<file path="src/dpc_consts.svh">
`ifndef DPC_CONSTS_SVH
`define DPC_CONSTS_SVH

// counter and event widths
`define DPC_CNT_W 40
`define DPC_LOAD_W 32
`define DPC_EVN_W 4
`define DPC_SETUP_W 32

// setup register field positions
`define DPC_EVT_LSB 0
`define DPC_EVT_MSB 7
`define DPC_QUAL_LSB 8
`define DPC_QUAL_MSB 15
`define DPC_USR_BIT 16
`define DPC_OS_BIT 17
`define DPC_EDGE_BIT 18
`define DPC_PC_BIT 19
`define DPC_INT_BIT 20
`define DPC_EN_BIT 22
`define DPC_INV_BIT 23
`define DPC_THR_LSB 24
`define DPC_THR_MSB 31

// writable bits of each setup register
`define DPC_SETUP0_MASK 32'hffff_ffff
`define DPC_SETUP1_MASK 32'hffbf_ffff

// register selector codes on the privileged access port
`define DPC_SEL_SETUP0 2'h0
`define DPC_SEL_SETUP1 2'h1
`define DPC_SEL_COUNT0 2'h2
`define DPC_SEL_COUNT1 2'h3

// reset values
`define DPC_SETUP_RST 32'h0000_0000
`define DPC_CNT_RST 40'h00_0000_0000

`endif

</file>
<file path="src/dpc_pkg.sv">
`include "dpc_consts.svh"
package dpc_pkg;
    typedef struct packed {
        logic prev_cond;
    } dpc_qual_st_t;

    typedef struct packed {
        logic [`DPC_CNT_W-1:0] cnt;
        logic pin;
        logic irq;
    } dpc_ctr_st_t;

    typedef struct packed {
        logic [`DPC_SETUP_W-1:0] setup0;
        logic [`DPC_SETUP_W-1:0] setup1;
        logic reg_ack;
        logic reg_fault;
        logic [`DPC_CNT_W-1:0] reg_rdata;
        logic ucr_ack;
        logic ucr_fault;
        logic [`DPC_CNT_W-1:0] ucr_data;
    } dpc_top_st_t;

    // widen a written low word by copies of its top bit
    function automatic logic [`DPC_CNT_W-1:0] dpc_sext(input logic [`DPC_LOAD_W-1:0] v);
        dpc_sext = {{(`DPC_CNT_W - `DPC_LOAD_W){v[`DPC_LOAD_W-1]}}, v};
    endfunction
endpackage

</file>
<file path="src/dpc_inc_if.sv">
`timescale 1ns/1ps
`include "dpc_consts.svh"
interface dpc_inc_if;
    logic [`DPC_EVN_W-1:0] inc;
    logic hit;
    modport src (output inc, output hit);
    modport dst (input inc, input hit);
endinterface

</file>
<file path="src/dpc_qual.sv">
`timescale 1ns/1ps
`include "dpc_consts.svh"
module dpc_qual (
    input wire logic ref_clk,
    input wire logic reset,
    input wire logic [`DPC_SETUP_W-1:0] setup,
    input wire logic global_en,
    input wire logic [1:0] cpl,
    input wire logic [`DPC_EVN_W-1:0] ev_cnt,
    dpc_inc_if.src inc_o
);
    dpc_pkg::dpc_qual_st_t st_q;
    dpc_pkg::dpc_qual_st_t st_d;
    logic [7:0] thr;
    logic priv_ok;
    logic active;
    logic cond;

    // privilege filter, threshold compare and edge detect
    always_comb begin
        st_d = st_q;
        thr = setup[`DPC_THR_MSB:`DPC_THR_LSB];
        priv_ok = (cpl == 2'h0) ? setup[`DPC_OS_BIT] : setup[`DPC_USR_BIT];
        active = global_en && (setup != `DPC_SETUP_RST) && priv_ok;
        if (thr == 8'h00) begin
            cond = (ev_cnt != 4'h0);
        end else begin
            cond = ({4'h0, ev_cnt} >= thr) ^ setup[`DPC_INV_BIT];
        end
        st_d.prev_cond = active && cond;
        if (!active || !cond) begin
            inc_o.inc = 4'h0;
        end else if (setup[`DPC_EDGE_BIT]) begin
            inc_o.inc = st_q.prev_cond ? 4'h0 : 4'h1;
        end else if (thr == 8'h00) begin
            inc_o.inc = ev_cnt;
        end else begin
            inc_o.inc = 4'h1;
        end
        inc_o.hit = (inc_o.inc != 4'h0);
    end

    // state register
    always_ff @(posedge ref_clk) begin
        if (reset) begin
            st_q <= '0;
        end else begin
            st_q <= st_d;
        end
    end
endmodule

</file>
<file path="src/dpc_ctr.sv">
`timescale 1ns/1ps
`include "dpc_consts.svh"
module dpc_ctr (
    input wire logic ref_clk,
    input wire logic reset,
    input wire logic load,
    input wire logic [`DPC_LOAD_W-1:0] load_val,
    input wire logic pin_sel,
    input wire logic irq_en,
    dpc_inc_if.dst inc_i,
    output logic [`DPC_CNT_W-1:0] count,
    output logic pin,
    output logic irq
);
    dpc_pkg::dpc_ctr_st_t st_q;
    dpc_pkg::dpc_ctr_st_t st_d;
    logic [`DPC_CNT_W:0] sum;
    logic ovf;

    // add, load and overflow detect
    always_comb begin
        st_d = st_q;
        sum = {1'b0, st_q.cnt} + {{(`DPC_CNT_W + 1 - `DPC_EVN_W){1'b0}}, inc_i.inc};
        ovf = !load && sum[`DPC_CNT_W];
        if (load) begin
            st_d.cnt = dpc_pkg::dpc_sext(load_val);
        end else begin
            st_d.cnt = sum[`DPC_CNT_W-1:0];
        end
        st_d.pin = (pin_sel ? inc_i.hit : ovf) && !st_q.pin;
        st_d.irq = ovf && irq_en;
    end

    // state register
    always_ff @(posedge ref_clk) begin
        if (reset) begin
            st_q <= '0;
        end else begin
            st_q <= st_d;
        end
    end

    assign count = st_q.cnt;
    assign pin = st_q.pin;
    assign irq = st_q.irq;
endmodule

</file>
<file path="src/dpc_top.sv">
// Operation
// - two independent 40-bit counters, counting events or measuring durations
// - duration mode adds one per clock while the selected condition holds
// - setup bits 7..0 choose the event detection unit feeding the counter
// - setup bits 15..8 further qualify the selected event
// - bit 16 counts at privilege levels 1 to 3, combinable with bit 17
// - bit 17 counts at privilege level 0, combinable with bit 16
// - bit 18 counts only rising transitions; held assertions count once
// - bit 19 pulses the pin per counted event, else only on overflow; no pulse in the clock right after a pulse
// - a pin pulse is high for exactly one bus clock, then low
// - bit 20 raises an interrupt request on counter overflow
// - bit 22 exists only in setup zero and enables both counters
// - bit 23 inverts the threshold compare, counting below threshold
// - nonzero threshold adds exactly one when per-cycle count reaches it
// - zero threshold adds the per-cycle event count
// - counter writes load low 32 bits, upper 8 copy bit 31
// - unprivileged read allowed anywhere unless permit flag limits it to level 0
// - privileged register access allowed only at privilege level 0
// - counting starts right after the write setting the enable completes
// - both stop when enable clears or both setups are all zero
// - clearing setup one stops only counter one
// - unprivileged read is not serializing; it samples without waiting
`timescale 1ns/1ps
`include "dpc_consts.svh"
module dpc_top (
    input wire logic ref_clk,
    input wire logic reset,
    input wire logic [1:0] cpl,
    input wire logic user_counter_read_permit,
    input wire logic [`DPC_EVN_W-1:0] ev_cnt_zero,
    input wire logic [`DPC_EVN_W-1:0] ev_cnt_one,
    input wire logic reg_req,
    input wire logic reg_write,
    input wire logic [1:0] reg_sel,
    input wire logic [`DPC_CNT_W-1:0] reg_wdata,
    output logic reg_ack,
    output logic reg_fault,
    output logic [`DPC_CNT_W-1:0] reg_rdata,
    input wire logic ucr_req,
    input wire logic ucr_sel,
    output logic ucr_ack,
    output logic ucr_fault,
    output logic [`DPC_CNT_W-1:0] ucr_data,
    output logic [7:0] event_code_zero,
    output logic [7:0] event_qualifier_field_zero,
    output logic [7:0] event_code_one,
    output logic [7:0] event_qualifier_field_one,
    output logic [1:0] monitor_output_pins,
    output logic [1:0] ovf_irq
);
    dpc_pkg::dpc_top_st_t st_q;
    dpc_pkg::dpc_top_st_t st_d;
    logic priv0;
    logic wr;
    logic ld0;
    logic ld1;
    logic ucr_ok;
    logic [`DPC_CNT_W-1:0] count_zero;
    logic [`DPC_CNT_W-1:0] count_one;
    logic pin0;
    logic pin1;
    logic irq0;
    logic irq1;

    dpc_inc_if inc0 ();
    dpc_inc_if inc1 ();

    // privileged access qualification and counter loads
    assign priv0 = (cpl == 2'h0);
    assign wr = reg_req && reg_write && priv0;
    assign ld0 = wr && (reg_sel == `DPC_SEL_COUNT0);
    assign ld1 = wr && (reg_sel == `DPC_SEL_COUNT1);
    assign ucr_ok = !user_counter_read_permit || priv0;

    // register file, privileged port and unprivileged read path
    always_comb begin
        st_d = st_q;
        st_d.reg_ack = reg_req;
        st_d.reg_fault = reg_req && !priv0;
        st_d.reg_rdata = `DPC_CNT_RST;
        if (reg_req && priv0 && !reg_write) begin
            case (reg_sel)
                `DPC_SEL_SETUP0: begin
                    st_d.reg_rdata = {8'h00, st_q.setup0};
                end
                `DPC_SEL_SETUP1: begin
                    st_d.reg_rdata = {8'h00, st_q.setup1};
                end
                `DPC_SEL_COUNT0: begin
                    st_d.reg_rdata = count_zero;
                end
                default: begin
                    st_d.reg_rdata = count_one;
                end
            endcase
        end
        // setup writes take effect at the next edge, so counting starts right after
        if (wr && reg_sel == `DPC_SEL_SETUP0) begin
            st_d.setup0 = reg_wdata[`DPC_SETUP_W-1:0] & `DPC_SETUP0_MASK;
        end
        if (wr && reg_sel == `DPC_SEL_SETUP1) begin
            st_d.setup1 = reg_wdata[`DPC_SETUP_W-1:0] & `DPC_SETUP1_MASK;
        end
        // sampled straight from the counters with no wait on anything else
        st_d.ucr_ack = ucr_req;
        st_d.ucr_fault = ucr_req && !ucr_ok;
        st_d.ucr_data = `DPC_CNT_RST;
        if (ucr_req && ucr_ok) begin
            st_d.ucr_data = ucr_sel ? count_one : count_zero;
        end
    end

    // state register
    always_ff @(posedge ref_clk) begin
        if (reset) begin
            st_q <= '0;
        end else begin
            st_q <= st_d;
        end
    end

    // qualification of each event source
    dpc_qual u_qual0 (
        .ref_clk(ref_clk),
        .reset(reset),
        .setup(st_q.setup0),
        .global_en(st_q.setup0[`DPC_EN_BIT]),
        .cpl(cpl),
        .ev_cnt(ev_cnt_zero),
        .inc_o(inc0.src)
    );

    dpc_qual u_qual1 (
        .ref_clk(ref_clk),
        .reset(reset),
        .setup(st_q.setup1),
        .global_en(st_q.setup0[`DPC_EN_BIT]),
        .cpl(cpl),
        .ev_cnt(ev_cnt_one),
        .inc_o(inc1.src)
    );

    // the two counters with their pin and interrupt logic
    dpc_ctr u_ctr0 (
        .ref_clk(ref_clk),
        .reset(reset),
        .load(ld0),
        .load_val(reg_wdata[`DPC_LOAD_W-1:0]),
        .pin_sel(st_q.setup0[`DPC_PC_BIT]),
        .irq_en(st_q.setup0[`DPC_INT_BIT]),
        .inc_i(inc0.dst),
        .count(count_zero),
        .pin(pin0),
        .irq(irq0)
    );

    dpc_ctr u_ctr1 (
        .ref_clk(ref_clk),
        .reset(reset),
        .load(ld1),
        .load_val(reg_wdata[`DPC_LOAD_W-1:0]),
        .pin_sel(st_q.setup1[`DPC_PC_BIT]),
        .irq_en(st_q.setup1[`DPC_INT_BIT]),
        .inc_i(inc1.dst),
        .count(count_one),
        .pin(pin1),
        .irq(irq1)
    );

    // outputs, all from flip-flops
    assign reg_ack = st_q.reg_ack;
    assign reg_fault = st_q.reg_fault;
    assign reg_rdata = st_q.reg_rdata;
    assign ucr_ack = st_q.ucr_ack;
    assign ucr_fault = st_q.ucr_fault;
    assign ucr_data = st_q.ucr_data;
    assign event_code_zero = st_q.setup0[`DPC_EVT_MSB:`DPC_EVT_LSB];
    assign event_qualifier_field_zero = st_q.setup0[`DPC_QUAL_MSB:`DPC_QUAL_LSB];
    assign event_code_one = st_q.setup1[`DPC_EVT_MSB:`DPC_EVT_LSB];
    assign event_qualifier_field_one = st_q.setup1[`DPC_QUAL_MSB:`DPC_QUAL_LSB];
    assign monitor_output_pins = {pin1, pin0};
    assign ovf_irq = {irq1, irq0};
endmodule

</file>
<file path="config.mk">
export PLATFORM = sky130hd
export DESIGN_NAME = dpc_top
export DESIGN_NICKNAME = d
export VERILOG_FILES = /design/src/dpc_pkg.sv /design/src/dpc_inc_if.sv /design/src/dpc_qual.sv /design/src/dpc_ctr.sv /design/src/dpc_top.sv
export VERILOG_INCLUDE_DIRS = /design/src
export SDC_FILE = /design/constraint.sdc
export NUM_CORES = 1
export LEC_CHECK = 0
export ABC_AREA = 1
export BUFFER_PORTS_ARGS = -buffer_cell sky130_fd_sc_hd__clkbuf_2
export CAP_MARGIN = 10
export CORE_ASPECT_RATIO = 1.1
export CORE_MARGIN = 8
export CORE_UTILIZATION = 58
export DETAILED_ROUTE_END_ITERATION = 7
export PLACE_DENSITY_LB_ADDON = 0.12
export SLEW_MARGIN = 10
export SYNTH_ARGS = -nofsm -noshare
export SYNTH_HDL_FRONTEND = slang
export SYNTH_SLANG_ARGS = --single-unit
</file>
<file path="constraint.sdc">
create_clock -name ref_clk -period 3.6 [get_ports ref_clk]
set_input_delay 0.54 -clock ref_clk [delete_from_list [all_inputs] [get_ports ref_clk]]
set_output_delay 0.54 -clock ref_clk [all_outputs]
set_load 0.1 [all_outputs]
</file>
* After elaboration in Yosys (flattened, before gate mapping)
Index checks and enable logic that the tools add are counted.
** Word-level totals
- Bits in read-only memories :: 0
- Memories :: 0
- Latch bits :: 0
- Bits in writable memories :: 0
- Input bits :: 59
- Register bits :: 233
** Cells by class
- Shift operators :: 0
- $mul :: 0
- Mux-type cells :: 18
- Equality and inequality tests :: 3
- $lt $le $gt $ge :: 2
- $add $sub $neg :: 2
- Reductions and logical operators :: 50
- Divide/modulo/power cells :: 0
- Bitwise operators :: 4
** Operators with widths (count)
- $mux 40 :: 3
- $pmux 40 s3 :: 1
- $add 40x4->41 :: 2
- $reduce_bool 32->1 :: 2
- $mux 4 :: 6
- $logic_and 1x1->1 :: 23
- $ge 4x8->1 :: 2
- $logic_not 8->1 :: 2
- $reduce_bool 4->1 :: 4
- $logic_not 1->1 :: 12
- $mux 1 :: 8
- $eq 2x2->1 const B :: 2
- $logic_not 2->1 :: 2
- $reduce_or 2->1 :: 2
- $logic_or 1x1->1 :: 3
- $eq 2x1->1 const B :: 1
- $not 1->1 :: 2
- $xor 1x1->1 :: 2

* Longest topological paths before layout
- Depth in word-level cells :: 10
- Depth in mapped cells :: 27
- Depth with buffers taken out :: 27

* Modules after synthesis
Synthesis repeated with hierarchy kept, for this count alone.
** Unflattened totals
- Cells, all modules :: 2190
- Area total of the unflattened synthesis :: 13955.9 µm²
** By module, submodules not included
- dpc_top :: times used 1, cells each 1129, area an instance 7423.4 µm²
- dpc_ctr (u_ctr1) :: times used 1, cells each 466, area an instance 2882.8 µm²
- dpc_ctr (u_ctr0) :: times used 1, cells each 465, area an instance 2856.5 µm²
- dpc_qual :: times used 2, cells each 65, area an instance 396.6 µm²

* Worst setup path before layout
Ideal clock, no wire load.
- Path kind :: input -> register
- From :: input ev_cnt_one[0]
- To :: register u_ctr1.st_q, in the netlist u_ctr1.count[20]
- Data arrival time :: 3.023 ns
- Library setup time :: 0.115 ns
- Path slack :: 0.461 ns
- Stages on the path :: 22
- Cells stage by stage :: inv_1 -> ha_1 -> nand2_1 -> nand3_1 -> nand2_1 -> nand2_1 -> nand2_1 -> nand2_1 -> nand3_1 -> nand2_1 -> a21oi_1 -> ha_1 -> inv_1 -> fa_1 -> o21ai_2 -> nand2_2 -> nor2_4 -> nand2_2 -> nor3_2 -> a21oi_1 -> o21ai_0 -> inv_1
** Between the ends
- Longest elaborated chain between the ends :: 8
** RTL lines
- from (decl) :: RTL line dpc_top.sv:31 : input wire logic [`DPC_EVN_W-1:0] ev_cnt_one,
- $ge 4x8->1 :: RTL line dpc_qual.sv:28 : cond = ({4'h0, ev_cnt} >= thr) ^ setup[`DPC_INV_BIT];
- $xor 1x1->1 :: RTL line dpc_qual.sv:28
- $mux 1 :: RTL line dpc_qual.sv:25 : if (thr == 8'h00) begin
- $logic_not 1->1 :: RTL line dpc_qual.sv:31 : if (!active || !cond) begin
- $logic_or 1x1->1 :: RTL line dpc_qual.sv:31
- $mux 4 * :: RTL line dpc_qual.sv:31
- $add 40x4->41 * :: RTL line dpc_ctr.sv:23 : sum = {1'b0, st_q.cnt} + {{(`DPC_CNT_W + 1 - `DPC_EVN_W){1'b0}}, inc_i.inc};
- $mux 40 * :: RTL line dpc_ctr.sv:25 : if (load) begin
- to (signal assigned) :: RTL line dpc_ctr.sv:39 : st_q <= st_d;
- to (decl) :: RTL line dpc_ctr.sv:15 : dpc_pkg::dpc_ctr_st_t st_q;
Every way passes the cells marked *; elsewhere a longest branch is shown, timed or not.
A chain may end at the register's enable or synchronous reset.

* Worst setup path in the final report
- From :: register st_q[109] (netlist name)
- To :: register u_ctr1.st_q, in the netlist u_ctr1.count[6]
** Between the ends
- Longest elaborated chain between the ends :: 8
** RTL lines
- from (decl) :: RTL line dpc_top.sv:51 : dpc_pkg::dpc_top_st_t st_q;
- from (signal assigned) :: RTL line dpc_top.sv:118 : st_q <= st_d;
- $ge 4x8->1 / $reduce_bool 32->1 (equally long branches)
- $xor 1x1->1 / $logic_and 1x1->1 (equally long branches) :: RTL line dpc_qual.sv:28, dpc_qual.sv:24
- $mux 1 / $logic_and 1x1->1 (equally long branches) :: RTL line dpc_qual.sv:25, dpc_qual.sv:24
- $logic_not 1->1 :: RTL line dpc_qual.sv:31
- $logic_or 1x1->1 :: RTL line dpc_qual.sv:31
- $mux 4 * :: RTL line dpc_qual.sv:31
- $add 40x4->41 * :: RTL line dpc_ctr.sv:23
- $mux 40 * :: RTL line dpc_ctr.sv:25
Marks and branches as above.

==> flow_metrics.env <==
export IMPL_power_density_nw_per_um2=397
export IMPL_final_util=0.663
export IMPL_clock_sinks=233
export IMPL_vias_per_cell=5.71
export IMPL_period_share=0.934
export IMPL_cts_hold_buffers=0
export IMPL_crit_arrival_ns=3.79
export IMPL_wl_mm=44.9
export IMPL_start_kind="flop"
export IMPL_r2r_end="u_ctr1.count[6]$_SDFF_PP0_"
export IMPL_power_w=0.00559
export IMPL_num_io_pins=179
export IMPL_r2r_slack_ns=0.24
export IMPL_numCtsBuffers=25
export IMPL_port_buffers=170
export IMPL_avgSynthCellArea_sq_um=6.91
export IMPL_relSlewSlack=0.415
export IMPL_gp_congestion=0.976
export IMPL_cts_tree="built"
export IMPL_vdd_ir_drop_max_mv=0.448
export IMPL_synth_seq_cells=233
export IMPL_core_area_sq_um=21200
export IMPL_drtIter0Drc=1602
export IMPL_synthArstFlopShare=0
export IMPL_path_max_fanout=5
export IMPL_finalCriticalPeriod_ns=3.36
export IMPL_synthDistinctLibCells=45
export IMPL_synth_area_sq_um=12500
export IMPL_drc=0
export IMPL_root_buffer="clkbuf_16"
export IMPL_crit_path_cell_trace="inv_1 -> ha_1 -> nand2_1 -> nand3_1 -> nand2_1 -> nand2_1 -> nand2_1 -> nand2_1 -> nand3_2 -> nand2_2 -> buf_4 -> nor3_2 -> buf_4 -> ha_1 -> a21oi_2 -> o21ai_4 -> buf_4 -> inv_2 -> nor2_4 -> buf_4 -> xor2_1 -> o21ai_0 -> inv_1"
export IMPL_rows=56
export IMPL_grt_pass1_wl_mm=68.4
export IMPL_maxCapViolations=0
export IMPL_start_util=0.589
export IMPL_nNetsFinal=1973
export IMPL_crit_path_end="u_ctr1.count[6]$_SDFF_PP0_"
export IMPL_crit_cells=23
export IMPL_dieArea_sq_um=26500
export IMPL_crit_path_top_delay_cell="dfxtp_1"
export IMPL_max_stage_delay_ns=0.34
export IMPL_grt_overflow_total=0
export IMPL_grt_pass1_vias=11900
export IMPL_worst_pin_slew_ns=0.876
export IMPL_slew_viol_final=0
export IMPL_grt_max_degree=56
export IMPL_ys_seq_area_frac=0.373
export IMPL_vias=12600
export IMPL_final_area_sq_um=14100
export IMPL_ys_warnings_count=0
export IMPL_startpoint="st_q[109]$_SDFFE_PP0P_"
export IMPL_fmax_mhz=297
export IMPL_ctsHtreeMaxLevel=1
export IMPL_drt_first_pass_iters=6
export IMPL_setup_viol=0
export IMPL_cts_buffer_depth=3
export IMPL_reg2regPathDepth=23
export IMPL_grtUsageTotal=0.332
export IMPL_hold_viol_final=0
export IMPL_crit_type="flop to flop"
export IMPL_path_delay_family="buffers and inverters"
export IMPL_fp_dieH_um=170
export IMPL_die_x_um=156
export IMPL_area_growth_pct=12.6
export IMPL_p_leak_nw=6.03
export IMPL_required_ns=4.03
export IMPL_cp_common_cell="nand2_1"
export IMPL_ant_nets=0
export IMPL_dp_hpwl_mm=34.4
export IMPL_synth_edff_count=0
export IMPL_path_clk_slew_ns=0.06
export IMPL_synthFlopType="dfxtp_1"
export IMPL_clkLatencyLatePin_ns=0.54
export IMPL_end_kind="flop"
export IMPL_r2r_start="st_q[109]$_SDFFE_PP0P_"
export IMPL_antenna_found_initial=1
export IMPL_status="completed"
export IMPL_num_antenna_cells=0
export IMPL_finalClockSkew_ns=0.0209
export IMPL_worst_path_buf_inv=7
export IMPL_syn_inst=1810
export IMPL_synth_fp_nets=1887
export IMPL_routedWlPerCell_um=20.4
export IMPL_hold_path_class="primary input to flop"
export IMPL_placed_area_sq_um=13100
export IMPL_drive_above_1_share=0.191
[report_power, final]
part	internal [W]	total [W]	switching, W
combinational	0.0000958	0.000399	0.000303
sequential	0.00260	0.00263	0.0000254
clock	0.00149	0.00256	0.00107
[through the flow]
stage	TNS [ns]	instances	setup slack [ns]	hold WS, ns
after CTS	0	2198	0.0918	0.224
after floorplan	0	1810	0.461	0.430
after global placement	-1.41	2154	-0.137	0.442
after global routing	-0.00780	2203	-0.00780	0.254
final	0	2203	0.237	0.233
after detailed placement	-2.79	2154	-0.176	0.459
[worst register-to-register path: stages, from the launching register on]
cell	delay (ns)
dfxtp_1	0.34
inv_1	0.06
ha_1	0.28
nand2_1	0.07
nand3_1	0.07
nand2_1	0.05
nand2_1	0.07
nand2_1	0.06
nand2_1	0.05
nand3_2	0.09
nand2_2	0.09
buf_4	0.15
nor3_2	0.19
buf_4	0.20
ha_1	0.30
a21oi_2	0.25
o21ai_4	0.09
buf_4	0.15
inv_2	0.11
nor2_4	0.07
buf_4	0.14
xor2_1	0.14
o21ai_0	0.18
inv_1	0.05
[cells by family (layout without fill, tap and decap cells)]
logic type / count (synthesis) / after routing / synth area share
flip-flops: 233 / 233 / 0.373
AO/OA/AOI/OAI: 382 / 382 / 0.164
XOR/XNOR: 38 / 38 / 0.0266
buffers and inverters: 394 / 497 / 0.156
AND/OR/NAND/NOR: 745 / 745 / 0.260
adder cells (fa/ha/maj): 18 / 18 / 0.0192
[per-layer routing]
layer | GRT usage | part of all wire | vias to the layer above
met2 | 0.522 | 0.45 | 720
li1 | - | - | 5949
met4 | 0.110 | 0.033 | 0
met3 | 0.0753 | 0.12 | 105
met1 | 0.443 | 0.40 | 5813
met5 | 0 | 0 | -
[cells in the final DEF (no fill, tap or decap), types with 13 or more instances in the layout]
cell / netlist / routed
nor2_1: 172 / 171
clkbuf_16: 0 / 25
a21oi_1: 216 / 212
dfxtp_1: 233 / 232
o22ai_1: 14 / 14
buf_4: 120 / 80
clkbuf_2: 1 / 169
ha_1: 16 / 13
xor2_1: 29 / 29
nand2_2: 11 / 13
nand3_1: 104 / 102
nor3_1: 36 / 34
nand4_1: 24 / 24
nand2_1: 357 / 355
o21ai_0: 98 / 97
inv_1: 190 / 189
o211ai_1: 14 / 14
a31oi_1: 13 / 13
[synth_stat cells (2+ instances only)]
cell type / count / area (sq um)
o21ai_1: 10 / 50.1
o221ai_1: 3 / 26.3
nand2_1: 357 / 1340
nor2_4: 5 / 56.3
clkbuf_1: 45 / 169
o211ai_1: 14 / 105
nand3b_1: 5 / 37.5
o22ai_1: 14 / 87.6
inv_2: 11 / 41.3
or2_2: 3 / 18.8
nand4_1: 24 / 150
xnor2_1: 9 / 78.8
o21ai_2: 4 / 35.0
dfxtp_1: 233 / 4660
nor3_2: 5 / 50.1
o21a_1: 2 / 15.0
ha_1: 16 / 200
a21oi_1: 216 / 1080
inv_1: 190 / 713
nor2_1: 172 / 646
nor3_1: 36 / 180
fa_1: 2 / 40.0
xor2_1: 29 / 254
buf_1: 7 / 26.3
a31oi_1: 13 / 81.3
or2_0: 3 / 18.8
buf_4: 120 / 901
nand3_2: 2 / 20.0
nand2_2: 11 / 68.8
buf_2: 20 / 100
nand2_4: 3 / 33.8
a221oi_1: 5 / 43.8
nand3_1: 104 / 521
or2_1: 2 / 12.5
o21ai_0: 98 / 490
nor2_2: 8 / 50.1
[layout make-up]
class	instances	area, sq um
multi-input combinational	1183	5990
sequential	233	4670
inverter	201	754
clock buffer	37	741
timing repair buffer	252	1490
fill	1971	7160
clock inverter	7	70.1
tap	290	363
[flip-flops by register name (all words and copies together) (netlist names)]
name                        cells
ucr_ack                         1
event_qualifier_field_zero      8
reg_fault                       1
st_q                           31
reg_rdata                      40
u_qual0.st_q                    1
u_ctr1.pin                      1
reg_ack                         1
u_ctr0.pin                      1
event_qualifier_field_one       8
event_code_one                  8
event_code_zero                 8
u_qual1.st_q                    1
u_ctr1.count                   40
u_ctr0.irq                      1
ucr_fault                       1
u_ctr1.irq                      1
u_ctr0.count                   40
ucr_data                       40
[repair_timing]
item                                    in CTS  in global routing
resized for setup                            0                 26
buffers inserted                             0                  5
endpoints found under the setup margin       0                 50
[how the worst min path moves through the flow]
stage / end / start / depth (start not counted) / slack, ns
after floorplan: st_q[105]$_SDFFE_PP0P_ / st_q[105]$_SDFFE_PP0P_ / 2 / 0.43
after global placement: st_q[105]$_SDFFE_PP0P_ / st_q[105]$_SDFFE_PP0P_ / 2 / 0.44
after detailed placement: st_q[137]$_SDFFE_PP0P_ / st_q[137]$_SDFFE_PP0P_ / 2 / 0.46
after CTS: ucr_fault$_SDFF_PP0_ / ucr_req / 3 / 0.22
after global routing: ucr_fault$_SDFF_PP0_ / ucr_req / 3 / 0.25
final: ucr_fault$_SDFF_PP0_ / ucr_req / 3 / 0.23
No activity file was read; power rests on OpenSTA's default activity.
